File: src/verilog/gpl_cfg.svh
// Overview of operation
// - Output equals input times multiplier over divider product.
// - Multiplier and dividers 1-160; prescaler, external divider 1-16.
// - Three internal outputs and one external output.
// - Locked outputs align to reference rising edge.
// - External output has three modes, multiplication everywhere.
// - Zero-delay mode aligns output, rejects global shift.
// - External feedback mode aligns feedback, rejects global shifts.
// - Normal mode external output may lag reference.
// - One global phase shift; quadrants exact.
// - Other shifts use 0.3 to 1.0 ns steps.
// - Global shift only for integer frequency ratios.
// - Per-output fine delay, 250 ps steps, +-2 ns.
// - Fine delay works for any frequency ratio.
// - Enable high: all outputs drive clocks.
// - Enable low: outputs low, lock lost.
// - Enable returning high forces fresh lock acquisition.
// - Each instance has its own lock indication.
// - Lock high while reference stays within specification.
// - Lock drops when reference leaves specification.
`ifndef GPL_CFG_SVH
`define GPL_CFG_SVH

// Core clock period and the limits of the settings.
`define GPL_CORE_PERIOD_PS 5000
`define GPL_MUL_MAX 8'ha0
`define GPL_PRE_MAX 8'h10

// Reference period window, in ns, and its cycle counts (least rounds up).
`define GPL_REF_MIN_PERIOD_NS 40
`define GPL_REF_MAX_PERIOD_NS 10000
`define GPL_REF_MIN_CYC \
   ((`GPL_REF_MIN_PERIOD_NS * 1000 + `GPL_CORE_PERIOD_PS - 1) / `GPL_CORE_PERIOD_PS)
`define GPL_REF_MAX_CYC ((`GPL_REF_MAX_PERIOD_NS * 1000) / `GPL_CORE_PERIOD_PS)

// Allowed period wobble between two reference edges, in core cycles.
`define GPL_PERIOD_TOL 1
// Matching reference cycles needed before lock is reported.
`define GPL_LOCK_REF_CYCLES 8

// Fine delay: 250 ps per step up to 2000 ps either way.
`define GPL_FINE_STEP_PS 250
`define GPL_FINE_MAX_PS 2000
`define GPL_FINE_MAX_STEPS (`GPL_FINE_MAX_PS / `GPL_FINE_STEP_PS)

// Global time shift step limits in ps and taps per output period.
`define GPL_PHASE_STEP_MIN_PS 300
`define GPL_PHASE_STEP_MAX_PS 1000
`define GPL_PHASE_TAPS 8

`endif

File: src/verilog/gpl_pkg.sv
`default_nettype none
package gpl_pkg;

   // Alignment mode of the external clock output.
   typedef enum logic [1:0] {
      GPL_ZERO_DELAY,
      GPL_EXT_FEEDBACK,
      GPL_NORMAL
   } gpl_ext_mode_type;

   // Division settings: multiplier, prescaler and four post dividers.
   typedef struct packed {
      logic [7:0] mul;
      logic [4:0] pre;
      logic [7:0] div_a;
      logic [7:0] div_b;
      logic [7:0] div_c;
      logic [4:0] div_ext;
   } gpl_div_type;

   // Requested shifts: quadrant, global step count, per-output fine codes.
   typedef struct packed {
      logic [1:0] quadrant;
      logic signed [5:0] step;
      logic [3:0][4:0] fine;
   } gpl_shift_type;

   // Codes for the analog delay cells.
   typedef struct packed {
      logic [3:0][4:0] fine;
      logic signed [5:0] step;
      logic [9:0] step_ps;
   } gpl_trim_type;

endpackage
`default_nettype wire

File: src/verilog/gpl_out_gen.sv
`timescale 1ns/100ps
`default_nettype none
// One synthesised output: a rate accumulator that toggles the clock.
module gpl_out_gen (
   input wire logic i_core_clk,
   input wire logic i_rst,
   input wire logic i_run,
   input wire logic i_start,
   input wire logic [31:0] i_limit,
   input wire logic [8:0] i_inc,
   input wire logic [1:0] i_quad,
   output logic o_clk
);

   logic [32:0] acc_ff; // Accumulated phase in limit units.
   logic clk_ff; // Output level.
   logic [32:0] sum; // Phase after this cycle's increment.
   logic wrap; // A half period has elapsed.
   logic [32:0] nxt_acc;

   // The accumulator adds 2m per core cycle and toggles every n*d*P units,
   // so the average rate is exactly fin*m/(n*d) with no division hardware.
   assign sum = acc_ff + {24'h0, i_inc};
   assign wrap = (sum >= {1'b0, i_limit});
   assign nxt_acc = wrap ? sum - {1'b0, i_limit} : sum;

   // Start preloads the quadrant so all outputs begin on the reference edge.
   always_ff @(posedge i_core_clk or posedge i_rst) begin
      if (i_rst) begin
         acc_ff <= 33'h0;
         clk_ff <= 1'b0;
      end else if (!i_run) begin
         acc_ff <= 33'h0;
         clk_ff <= 1'b0;
      end else if (i_start) begin
         acc_ff <= i_quad[0] ? {2'h0, i_limit[31:1]} : 33'h0;
         clk_ff <= i_quad[1];
      end else begin
         acc_ff <= nxt_acc;
         clk_ff <= wrap ? ~clk_ff : clk_ff;
      end
   end

   assign o_clk = clk_ff;

endmodule
`default_nettype wire

File: src/verilog/gpl_pll_ctrl.sv
`timescale 1ns/100ps
`default_nettype none
`include "gpl_cfg.svh"
// Control and sequencing around one clock synthesis loop.
module gpl_pll_ctrl import gpl_pkg::*; #(
   parameter int LOCK_CNT = `GPL_LOCK_REF_CYCLES,
   parameter int PW = 16
) (
   input wire logic i_core_clk,
   input wire logic i_rst,
   input wire logic i_shared_pll_enable_pin,
   input wire logic i_ref_clk_pin,
   input wire logic i_fb_clk_pin,
   input wire gpl_div_type i_div,
   input wire gpl_shift_type i_shift,
   input wire gpl_ext_mode_type i_ext_mode,
   input wire logic i_ext_from_b,
   output logic o_core_clk_out_a,
   output logic o_core_clk_out_b,
   output logic o_core_clk_out_c,
   output logic o_ext_clk_out,
   output logic o_lock,
   output gpl_trim_type o_trim,
   output logic o_shift_rejected
);

   // Lock sequencer states.
   typedef enum logic [1:0] {ST_OFF, ST_ACQ, ST_LOCKED} gpl_state_type;

   // Forces a divider setting into 1..max.
   function automatic logic [7:0] clamp_div(input logic [7:0] v, input logic [7:0] mx);
      if (v == 8'h0) begin
         return 8'h1;
      end
      return (v > mx) ? mx : v;
   endfunction

   // Fine delay codes beyond the 2 ns span are held at the end stop.
   function automatic logic [4:0] clamp_fine(input logic [4:0] v);
      logic signed [4:0] s;
      s = $signed(v);
      if (s > 5'sd8) begin
         return 5'h08;
      end
      if (s < -5'sd8) begin
         return 5'h18;
      end
      return v;
   endfunction

   // True when fout/fin or fin/fout is an integer.
   function automatic logic ratio_int(input logic [7:0] m, input logic [7:0] n,
                                      input logic [7:0] d);
      logic [15:0] nd;
      nd = 16'(n) * 16'(d);
      return ((16'(m) % nd) == 16'h0) || ((nd % 16'(m)) == 16'h0);
   endfunction

   // Accumulator limit n*d*P for one output.
   function automatic logic [31:0] gen_limit(input logic [PW-1:0] p, input logic [7:0] n,
                                             input logic [7:0] d);
      return 32'(p) * 32'(n) * 32'(d);
   endfunction

   // Pin synchronisers; logic reads the second stage, and the third for edge detection on ref and fb.
   logic en_s1_ff, en_s2_ff;
   logic ref_s1_ff, ref_s2_ff, ref_s3_ff;
   logic fb_s1_ff, fb_s2_ff, fb_s3_ff;

   // Two flip-flops on every pin before any logic looks at it.
   always_ff @(posedge i_core_clk or posedge i_rst) begin
      if (i_rst) begin
         {en_s1_ff, en_s2_ff} <= 2'h0;
         {ref_s1_ff, ref_s2_ff, ref_s3_ff} <= 3'h0;
         {fb_s1_ff, fb_s2_ff, fb_s3_ff} <= 3'h0;
      end else begin
         en_s1_ff <= i_shared_pll_enable_pin;
         en_s2_ff <= en_s1_ff;
         ref_s1_ff <= i_ref_clk_pin;
         ref_s2_ff <= ref_s1_ff;
         ref_s3_ff <= ref_s2_ff;
         fb_s1_ff <= i_fb_clk_pin;
         fb_s2_ff <= fb_s1_ff;
         fb_s3_ff <= fb_s2_ff;
      end
   end

   // Rising edges of the synchronised reference and feedback pins.
   wire ref_rise = ref_s2_ff & ~ref_s3_ff;
   wire fb_rise = fb_s2_ff & ~fb_s3_ff;

   // Settings latched while disabled.
   gpl_div_type div_ff;
   gpl_shift_type shift_ff;
   gpl_ext_mode_type mode_ff;
   logic extb_ff;

   // Clamped settings as they will be latched.
   wire gpl_div_type div_cl;
   assign div_cl.mul = clamp_div(i_div.mul, `GPL_MUL_MAX);
   assign div_cl.pre = 5'(clamp_div({3'h0, i_div.pre}, `GPL_PRE_MAX));
   assign div_cl.div_a = clamp_div(i_div.div_a, `GPL_MUL_MAX);
   assign div_cl.div_b = clamp_div(i_div.div_b, `GPL_MUL_MAX);
   assign div_cl.div_c = clamp_div(i_div.div_c, `GPL_MUL_MAX);
   assign div_cl.div_ext = 5'(clamp_div({3'h0, i_div.div_ext}, `GPL_PRE_MAX));

   // Sequencer registers.
   gpl_state_type state_ff, nxt_state;
   logic [PW-1:0] cnt_ff; // Core cycles since the last reference edge.
   logic [PW-1:0] period_ff; // Last measured reference period.
   logic have_edge_ff; // A first reference edge has been seen.
   logic have_period_ff; // A period is known, so outputs can run.
   logic [7:0] match_ff; // Consecutive matching reference cycles.
   logic fb_seen_ff; // Feedback edge since the last reference edge.
   logic start_ff; // Restarts the generators on a reference edge.

   // Checks made on each reference edge.
   wire en_on = en_s2_ff;
   wire in_spec = (cnt_ff >= PW'(`GPL_REF_MIN_CYC)) && (cnt_ff <= PW'(`GPL_REF_MAX_CYC));
   wire timeout = (cnt_ff > PW'(`GPL_REF_MAX_CYC));
   wire [PW-1:0] diff = (cnt_ff > period_ff) ? cnt_ff - period_ff : period_ff - cnt_ff;
   wire fb_ok = (mode_ff != GPL_EXT_FEEDBACK) || fb_seen_ff || fb_rise;
   wire match = have_period_ff && in_spec && (diff <= PW'(`GPL_PERIOD_TOL)) && fb_ok;
   wire lock_hit = ref_rise && match && (match_ff == 8'(LOCK_CNT - 1));
   wire lose = (ref_rise && !match) || timeout;

   // Next sequencer state; a dropped enable always wins.
   always_comb begin
      nxt_state = state_ff;
      case (state_ff)
         ST_OFF: begin
            if (en_on) begin
               nxt_state = ST_ACQ;
            end
         end
         ST_ACQ: begin
            if (!en_on) begin
               nxt_state = ST_OFF;
            end else if (lock_hit) begin
               nxt_state = ST_LOCKED;
            end
         end
         ST_LOCKED: begin
            if (!en_on) begin
               nxt_state = ST_OFF;
            end else if (lose) begin
               nxt_state = ST_ACQ;
            end
         end
         default: begin
            nxt_state = ST_OFF;
         end
      endcase
   end

   // State, period measurement and match counting.
   always_ff @(posedge i_core_clk or posedge i_rst) begin
      if (i_rst) begin
         state_ff <= ST_OFF;
         cnt_ff <= '0;
         period_ff <= '0;
         have_edge_ff <= 1'b0;
         have_period_ff <= 1'b0;
         match_ff <= 8'h0;
         fb_seen_ff <= 1'b0;
      end else begin
         state_ff <= nxt_state;
         if (nxt_state == ST_OFF) begin
            cnt_ff <= '0;
            have_edge_ff <= 1'b0;
            have_period_ff <= 1'b0;
            match_ff <= 8'h0;
            fb_seen_ff <= 1'b0;
         end else if (ref_rise) begin
            cnt_ff <= PW'(1);
            period_ff <= cnt_ff;
            have_edge_ff <= 1'b1;
            have_period_ff <= have_edge_ff && in_spec;
            match_ff <= match ? match_ff + 8'h1 : 8'h0;
            fb_seen_ff <= 1'b0;
         end else begin
            cnt_ff <= timeout ? cnt_ff : cnt_ff + PW'(1);
            match_ff <= timeout ? 8'h0 : match_ff;
            have_period_ff <= have_period_ff && !timeout;
            fb_seen_ff <= fb_seen_ff | fb_rise;
         end
      end
   end

   // Settings follow the inputs only while disabled; later edits wait for
   // the next enable, so a running loop never sees a torn setting.
   always_ff @(posedge i_core_clk or posedge i_rst) begin
      if (i_rst) begin
         div_ff <= '{mul: 8'h1, pre: 5'h1, div_a: 8'h1, div_b: 8'h1, div_c: 8'h1,
                     div_ext: 5'h1};
         shift_ff <= '0;
         mode_ff <= GPL_NORMAL;
         extb_ff <= 1'b0;
      end else if (state_ff == ST_OFF) begin
         div_ff <= div_cl;
         shift_ff <= i_shift;
         mode_ff <= i_ext_mode;
         extb_ff <= i_ext_from_b;
      end
   end

   // Shift legality: zero delay and feedback modes take no global shift, and a
   // global shift needs an integer ratio on every output in use.
   wire [7:0] pre8 = {3'h0, div_ff.pre};
   wire [7:0] dext = extb_ff ? div_ff.div_b : {3'h0, div_ff.div_ext};
   wire all_int = ratio_int(div_ff.mul, pre8, div_ff.div_a) &&
                  ratio_int(div_ff.mul, pre8, div_ff.div_b) &&
                  ratio_int(div_ff.mul, pre8, div_ff.div_c) &&
                  ratio_int(div_ff.mul, pre8, dext);
   wire want_shift = (shift_ff.quadrant != 2'h0) || (shift_ff.step != 6'sd0);
   wire reject = want_shift && ((mode_ff != GPL_NORMAL) || !all_int);
   wire [1:0] quad = reject ? 2'h0 : shift_ff.quadrant;

   // Global step size scales with the reference period and inversely with the multiplier.
   wire [31:0] ref_ps = 32'(period_ff) * 32'(`GPL_CORE_PERIOD_PS);
   wire [31:0] raw_step = ref_ps / (32'(div_ff.mul) * 32'(`GPL_PHASE_TAPS));
   wire [9:0] step_ps = (raw_step < 32'(`GPL_PHASE_STEP_MIN_PS)) ? 10'(`GPL_PHASE_STEP_MIN_PS) :
                        (raw_step > 32'(`GPL_PHASE_STEP_MAX_PS)) ? 10'(`GPL_PHASE_STEP_MAX_PS) :
                        raw_step[9:0];

   // Generators run from the first known period and are restarted on the
   // reference edge that completes lock, so every output aligns to it.
   wire run = (state_ff != ST_OFF) && have_period_ff;
   wire [3:0] gen_clk;
   wire [3:0][7:0] gen_div;
   assign gen_div[0] = div_ff.div_a;
   assign gen_div[1] = div_ff.div_b;
   assign gen_div[2] = div_ff.div_c;
   assign gen_div[3] = dext;

   // Registered start pulse one cycle after the locking reference edge.
   always_ff @(posedge i_core_clk or posedge i_rst) begin
      if (i_rst) begin
         start_ff <= 1'b0;
      end else begin
         start_ff <= lock_hit && (state_ff == ST_ACQ);
      end
   end

   // Four outputs: three internal, one external.
   for (genvar g = 0; g < 4; g++) begin : g_out
      gpl_out_gen u_gen (
         .i_core_clk(i_core_clk),
         .i_rst(i_rst),
         .i_run(run),
         .i_start(start_ff),
         .i_limit(gen_limit(period_ff, pre8, gen_div[g])),
         .i_inc({div_ff.mul, 1'b0}),
         .i_quad(quad),
         .o_clk(gen_clk[g])
      );
   end

   // Output registers; internal and zero-delay paths share one stage, while
   // normal mode adds a stage so the board output lags the reference.
   logic [3:0] clk_ff;
   logic ext_ff; // Board clock output register.
   logic lock_ff;
   gpl_trim_type trim_ff;
   logic rej_ff;
   wire [3:0][4:0] fine_cl; // Clamped fine codes, one per output.
   // Normal mode takes the already registered clock, which adds the lag.
   wire ext_src = (mode_ff == GPL_NORMAL) ? clk_ff[3] : gen_clk[3];
   for (genvar f = 0; f < 4; f++) begin : g_fine
      assign fine_cl[f] = clamp_fine(shift_ff.fine[f]);
   end

   // Clock outputs and lock are forced low whenever the enable is low.
   always_ff @(posedge i_core_clk or posedge i_rst) begin
      if (i_rst) begin
         clk_ff <= 4'h0;
         ext_ff <= 1'b0;
         lock_ff <= 1'b0;
         trim_ff <= '0;
         rej_ff <= 1'b0;
      end else begin
         clk_ff <= en_on ? gen_clk : 4'h0;
         ext_ff <= en_on ? ext_src : 1'b0;
         lock_ff <= (nxt_state == ST_LOCKED);
         trim_ff.fine <= fine_cl;
         trim_ff.step <= reject ? 6'sd0 : shift_ff.step;
         trim_ff.step_ps <= step_ps;
         rej_ff <= reject;
      end
   end

   assign o_core_clk_out_a = clk_ff[0];
   assign o_core_clk_out_b = clk_ff[1];
   assign o_core_clk_out_c = clk_ff[2];
   assign o_ext_clk_out = ext_ff;
   assign o_lock = lock_ff;
   assign o_trim = trim_ff;
   assign o_shift_rejected = rej_ff;

   // Enable low for two cycles leaves every clock output and lock low.
   a_disabled_outs_low: assert property (@(posedge i_core_clk) disable iff (i_rst)
      (!en_on ##1 !en_on) |=> (clk_ff == 4'h0) && !ext_ff && !lock_ff)
      else $error("outputs not low while disabled");

   // Lock rises only on a matching edge that completes the count.
   a_lock_rise_count: assert property (@(posedge i_core_clk) disable iff (i_rst)
      $rose(lock_ff) |-> $past(ref_rise) && $past(match_ff) == 8'(LOCK_CNT - 1))
      else $error("lock rose without full count");

   // A mismatching edge while locked drops lock on the next cycle.
   a_mismatch_drops: assert property (@(posedge i_core_clk) disable iff (i_rst)
      (lock_ff && ref_rise && !match) |=> !lock_ff && match_ff == 8'h0)
      else $error("lock kept after mismatch");

   // A stalled reference removes lock.
   a_timeout_drops: assert property (@(posedge i_core_clk) disable iff (i_rst)
      (lock_ff && timeout) |=> !lock_ff)
      else $error("lock kept with reference out of range");

   // No global shift reaches the delay cells in a non-normal mode.
   a_shift_rejected: assert property (@(posedge i_core_clk) disable iff (i_rst)
      (mode_ff != GPL_NORMAL && want_shift) |=> rej_ff && trim_ff.step == 6'sd0)
      else $error("shift passed in aligned mode");

   // The fine code of output a stays within eight steps either way.
   a_fine_range: assert property (@(posedge i_core_clk) disable iff (i_rst)
      ($signed(trim_ff.fine[0]) <= 5'sd8) && ($signed(trim_ff.fine[0]) >= -5'sd8))
      else $error("fine delay code out of range");

   // Latched multiplier and prescaler are never zero nor above their limits.
   a_div_range: assert property (@(posedge i_core_clk) disable iff (i_rst)
      div_ff.mul != 8'h0 && div_ff.mul <= `GPL_MUL_MAX && div_ff.pre != 5'h0 &&
      div_ff.pre <= 5'h10)
      else $error("divider setting out of range");

   // Settings stay frozen while the loop is enabled.
   a_settings_frozen: assert property (@(posedge i_core_clk) disable iff (i_rst)
      (state_ff != ST_OFF && $past(state_ff) != ST_OFF) |-> $stable(div_ff))
      else $error("settings changed while enabled");

   // Re-enabling forces acquisition before lock can return.
   a_relock_fresh: assert property (@(posedge i_core_clk) disable iff (i_rst)
      (state_ff == ST_OFF ##1 state_ff != ST_OFF) |-> !lock_ff [*3])
      else $error("lock reported without acquisition");

endmodule
`default_nettype wire

File: config.mk
export PLATFORM = sky130hd
export DESIGN_NAME = gpl_pll_ctrl
export DESIGN_NICKNAME = d
export VERILOG_FILES = /design/src/verilog/gpl_pkg.sv /design/src/verilog/gpl_out_gen.sv /design/src/verilog/gpl_pll_ctrl.sv
export VERILOG_INCLUDE_DIRS = /design/src /design/src/verilog
export SDC_FILE = /design/constraint.sdc
export NUM_CORES = 2
export LEC_CHECK = 0
export BUFFER_PORTS_ARGS = -buffer_cell sky130_fd_sc_hd__buf_2
export CELL_PAD_IN_SITES_DETAIL_PLACEMENT = 0
export CELL_PAD_IN_SITES_GLOBAL_PLACEMENT = 2
export CORE_ASPECT_RATIO = 1.5
export CORE_MARGIN = 8
export CORE_UTILIZATION = 41
export DETAILED_ROUTE_END_ITERATION = 12
export PLACE_DENSITY = 0.95
export REMOVE_ABC_BUFFERS = 1
export SYNTH_ARGS = -nofsm -noshare
export SYNTH_HDL_FRONTEND = slang
export SYNTH_SLANG_ARGS = --single-unit
File: constraint.sdc
create_clock -name i_core_clk -period 102.9 [get_ports i_core_clk]
set_input_delay 10.29 -clock i_core_clk [delete_from_list [all_inputs] [get_ports i_core_clk]]
set_output_delay 10.29 -clock i_core_clk [all_outputs]
set_load 0.005 [all_outputs]
[After elaboration in Yosys (flattened, before gate mapping)]
Index checks and enable logic that the tools add are counted.
Storage, ports and cells
  bits in registers: 306
  input bits: 78
  logic and storage cells: 283
  output and inout port bits: 42
Cells by class
  multiply operators: 10
  divide/modulo/power cells: 9
  equal/unequal tests: 12
  magnitude comparators: 25
  $add $sub $neg: 12
  mux-type cells: 108
  reduce and logical (&&, ||, !) cells: 49
  bitwise logic cells: 10
Operators with widths (count)
  $mux 33: 12
  $mux 8: 17
  $add 33x9->33: 4
  $logic_not 16->1: 8
  $mux 5: 22
  $ge 33x32->1: 3
  $sub 33x32->33: 3
  $mul 24x8->32: 3
  $mux 31: 3
  $mod 16x8->16: 4
  $mod 8x16->16: 4
  $mux 16: 4
  $mul 5x8->13: 4
  $mux 1: 38
  $ge 33x29->1: 1
  $sub 33x29->33: 1
  $div 29x11->32: 1
  $gt 32x10->1 const B: 1
  $gt 8x8->1 const B: 4
  $logic_not 8->1: 4
  $lt 32x9->1 const B: 1
  $sub 16x16->16: 2
  $gt 5x5->1 const B: 6
  $mul 21x8->29: 1
  other kinds (35): 84

[Longest topological paths before layout]
  depth after elaboration: 14
  depth in mapped cells: 408

[Cells and area by module]
Synthesis repeated with hierarchy kept, for this count alone.
Unflattened totals
  cell total of the unflattened synthesis: 14338
  area, all modules: 109179.7 um^2
By module, submodules not included
  gpl_pll_ctrl: times used 1, area each 92063.3 um^2, cells each 12082
  gpl_out_gen: times used 4, area each 4279.1 um^2, cells each 564

[Worst setup path after synthesis]
Ideal clock, no wire load.
  path kind: register to register
  start: register period_ff[6]
  end: register trim_ff (netlist bit o_trim[5])
  library setup time: 150 ps
  data required time: 102750 ps
  stages on the path, launching flop included: 389
  setup slack: 24648 ps
  data arrival time: 78102 ps
  cell sequence: dfrtp_1 > inv_1 > fa_1 > inv_1 > ha_1 > fa_1 > ha_1 > inv_1 > fa_1 > inv_1 > ha_1 > and3_1 > and2_1 > o21ai_1 > a21oi_1 > a311oi_1 > or4_1 > clkbuf_1 > (+353 left out) > nor3b_1 > nand4_1 > or2_1 > nor2_1 > mux2_2 > ha_1 > a21oi_1 > nor2b_1 > o21ai_0 > nand2b_1 > a21oi_1 > nor2b_1 > o21ai_0 > o211ai_1 > nor4_1 > o22ai_1 > nor3_1 > o221ai_1
Between the ends
  longest elaborated chain between the ends: 5
  elaborated cells on any way between the ends: 6
Ends and longest elaborated chain
  start, declared: RTL line gpl_pll_ctrl.sv:110  | logic [PW-1:0] period_ff;
  start signal, assigned: RTL line gpl_pll_ctrl.sv:176  | period_ff <= cnt_ff;
  $mul 16x10->26 *: RTL line gpl_pll_ctrl.sv:220  | wire [31:0] ref_ps = 32'(period_ff) * 32'(`GPL_CORE_PERIOD_PS);
  $div 29x11->32 *: RTL line gpl_pll_ctrl.sv:221  | wire [31:0] raw_step = ref_ps / (32'(div_ff.mul) * 32'(`GPL_PHASE_TAPS));
  $gt 32x10->1: RTL line gpl_pll_ctrl.sv:223  | (raw_step > 32'(`GPL_PHASE_STEP_MAX_PS)) ? 10'(`GPL_PHASE_STEP_MAX_PS) :
  $mux 10: RTL line gpl_pll_ctrl.sv:223
  $mux 10 *: RTL line gpl_pll_ctrl.sv:222  | wire [9:0] step_ps = (raw_step < 32'(`GPL_PHASE_STEP_MIN_PS)) ? 10'(`GPL_PHASE_STEP_MIN_PS) :
  via step_ps[5]: RTL line gpl_pll_ctrl.sv:222
  end, declared: RTL line gpl_pll_ctrl.sv:264  | gpl_trim_type trim_ff;
The timed path passes the listed nets; every way through them passes the cells marked *.
A chain may end at the register's enable or synchronous reset.

[Worst setup path after layout]
  start: register period_ff[3]
  end: register trim_ff (netlist bit o_trim[5])
The elaborated chain is that of the path after synthesis.

==> impl_metrics.json <==
{
  "synth_top_area_cell": "ha_1",
  "coreArea_um2": 259000,
  "worstPathRequired_ns": 103.43,
  "drive_gt1_share_pct": 6.66,
  "cp_max_fo": 19,
  "final_cell_area_um2": 113000,
  "fin_crit_ns": 90.31,
  "rsz0062_at_grt": "no",
  "synth_area_per_cell_um2": 7.71,
  "crit_start": "period_ff[3]",
  "tns_ns": 0,
  "rows": 229,
  "clock_tree.buffer_depth": 3,
  "drtIter0Drc": 4680,
  "post_cts_resized": 0,
  "cp_common_cell": "o21a_1",
  "hold_viol": 0,
  "drv_cap": 0,
  "start_util_pct": 41.1,
  "htreeDepth": 2,
  "yosysSeqAreaShare_pct": 7.21,
  "fin_nets": 16200,
  "setup_viol": 0,
  "clock-sinks": 306,
  "clk_root_buffer_cell": "clkbuf_16",
  "dieArea_um2": 276000,
  "ant_nets": 0,
  "netlist_area_um2": 106000,
  "synth_top_cell_area_share_pct": 20.1,
  "first_pass_iters": 5,
  "finClkSkew_ns": 0.0884,
  "dpl_cell_area_um2": 112000,
  "fmax_mhz": 11.1,
  "via_per_inst": 5.75,
  "port_buffers": 119,
  "hold_buffers": 0,
  "clk_latency_ns": 0.67,
  "finalCritPeriodShare_pct": 87.8,
  "rr_startpoint": "period_ff[3]",
  "rrSetupSlack_ns": 12.59,
  "wl_per_cell_um": 19.2,
  "remaining_drc_errors": 0,
  "grt_pass1_wl_um": 528000,
  "synthCells": 13800,
  "die_w_um": 432,
  "maxSlewViolCount": 0,
  "yosysMostFrequentCell": "ha_1",
  "grt_antenna_before_repair": 18,
  "grt.overflow.total": 0,
  "netlist_top_cells_area": "ha_1, fa_1, dfrtp_1",
  "worst_hold_path_type": "reg -> reg",
  "grt_pass1_vias": 100000,
  "io_pins": 120,
  "synthArstFlopShare_pct": 100,
  "yosysWarningCount": 0,
  "die_y_um": 640,
  "critPathMaxStageDelay_ns": 0.82,
  "cts_setup_buffers": 0,
  "hpwlAfterDp_um": 266000,
  "clk_pin_slew_ns": 0.07,
  "vias": 99200,
  "synth.distinct_cells": 140,
  "worst-path-buf-inv": 12,
  "numCtsBuffers": 40,
  "seqCellArea_um2": 7680,
  "post-route-util_pct": 43.6,
  "multiInputGateArea_um2": 93100,
  "synth_top_cells_by_count": "ha_1, nand2_1, inv_1",
  "outcome": "finished, final reports clean",
  "crit_type": "reg -> reg",
  "r2r-end": "o_trim[5]",
  "cp.depth": 355,
  "critPathSlowestCell": "o31ai_1",
  "cp-start-kind": "flip-flop",
  "gp_congestion": 0.919,
  "synth-seq-cells": 306,
  "grt_max_degree": 104,
  "fill_cells": 26600,
  "ys.flop_type": "dfrtp_1",
  "grt_usage_pct": 23.2,
  "worstSetupEndpoint": "o_trim[5]",
  "slew_headroom_pct": 20.6,
  "worst_pin_slew_ns": 1.19,
  "crit_family": "compound AO/OA/AOI/OAI gates",
  "wirelength_um": 330000,
  "cts_tree": "built",
  "arrival_ns": 90.84,
  "synth-edff-count": 0,
  "worstRegToRegCells": 355,
  "endpoint_kind": "flip-flop",
  "synthToLayoutAreaGrowth_pct": 6.24
}
cells by family (layout without fill, tap and decap cells):
| logic type | Yosys count | count (layout) | share of synthesized area [%] |
|---|---|---|---|
| AOI/OAI and AO/OA | 3536 | 3536 | 22.3 |
| xor gates and xnor gates | 752 | 752 | 6.21 |
| adders and majority gates | 2340 | 2340 | 31.9 |
| buffers and inverters | 1574 | 1520 | 5.61 |
| DFF | 306 | 306 | 7.21 |
| muxes | 434 | 434 | 4.46 |
| other | 1 | 49 | 0.00353 |
| and+or+nand+nor | 4843 | 4843 | 22.2 |
per-layer routing:
metal	GRT usage (%)	up-vias	routed length [µm]
met5	0	-	69
met4	10.1	12	16800
met3	2.17	706	11200
met2	44.7	1850	171000
met1	25.7	47700	131000
li1	-	48900	-
metrics by stage:
| stage | setup WS (ns) | cells | hold WS (ns) |
|---|---|---|---|
| 2_1_floorplan | 24.55 | 13400 | 0.331 |
| 3_3_place_gp | 15.09 | 17200 | 0.332 |
| 3_5_place_dp | 13.59 | 17200 | 0.342 |
| 4_1_cts | 13.34 | 17200 | 0.357 |
| 5_1_grt | 5.26 | 17200 | 0.365 |
| 6_report | 12.59 | 17200 | 0.354 |
cells in the final DEF (no fill, tap or decap), drive strengths merged, types with 30 or more instances in the layout:
cell type  count
nor2b        151
a21o         292
dfrtp        299
a31oi         57
nor3         824
clkbuf        55
a21oi        764
inv         1118
o21bai       271
nor2         953
o21a         812
xnor2        518
nand3        180
xor2         234
o21ai        580
o31ai        340
a211oi        70
nor4         100
ha          1711
o211ai        45
fa           623
mux2i        134
or2           79
nand2b       157
and2         442
conb          43
mux2         300
nand3b        33
and3         123
buf          330
or4           30
nand2       1400
nand4        198
or3           77
layout make-up:
| class | count | share of cell area [%] |
|---|---|---|
| Antenna cell | 6 | 0.0133 |
| Clock buffer | 55 | 0.999 |
| Clock inverter | 19 | 0.217 |
| Inverter | 1116 | 3.74 |
| Multi-Input combinational cell | 11900 | 82.5 |
| Sequential cell | 306 | 6.80 |
| Tap cell | 3465 | 3.84 |
| Timing Repair Buffer | 330 | 1.93 |
worst min-delay path by stage:
stage,to,from,cells after the start,slack (ns)
floorplan,en_on,en_s1_ff,0,0.33
global placement,en_on,en_s1_ff,0,0.33
detailed placement,en_on,en_s1_ff,0,0.34
CTS,en_on,en_s1_ff,0,0.36
global route,fb_s2_ff,fb_s1_ff,0,0.37
finish,en_on,en_s1_ff,0,0.35
registers in the layout (all words and copies together) (netlist names), 2 cells and up:
signal,cells
g_out.u_gen.acc_ff,132
div_ff,42
o_trim,36
shift_ff,28
cnt_ff,16
period_ff,16
match_ff,8
clk_ff,4
g_out.u_gen.o_clk,4
mode_ff,2
state_ff,2
Power is left out: the tool's default activity adds up to more than one toggle a clock period on the data nets, which glitch-free logic cannot reach.
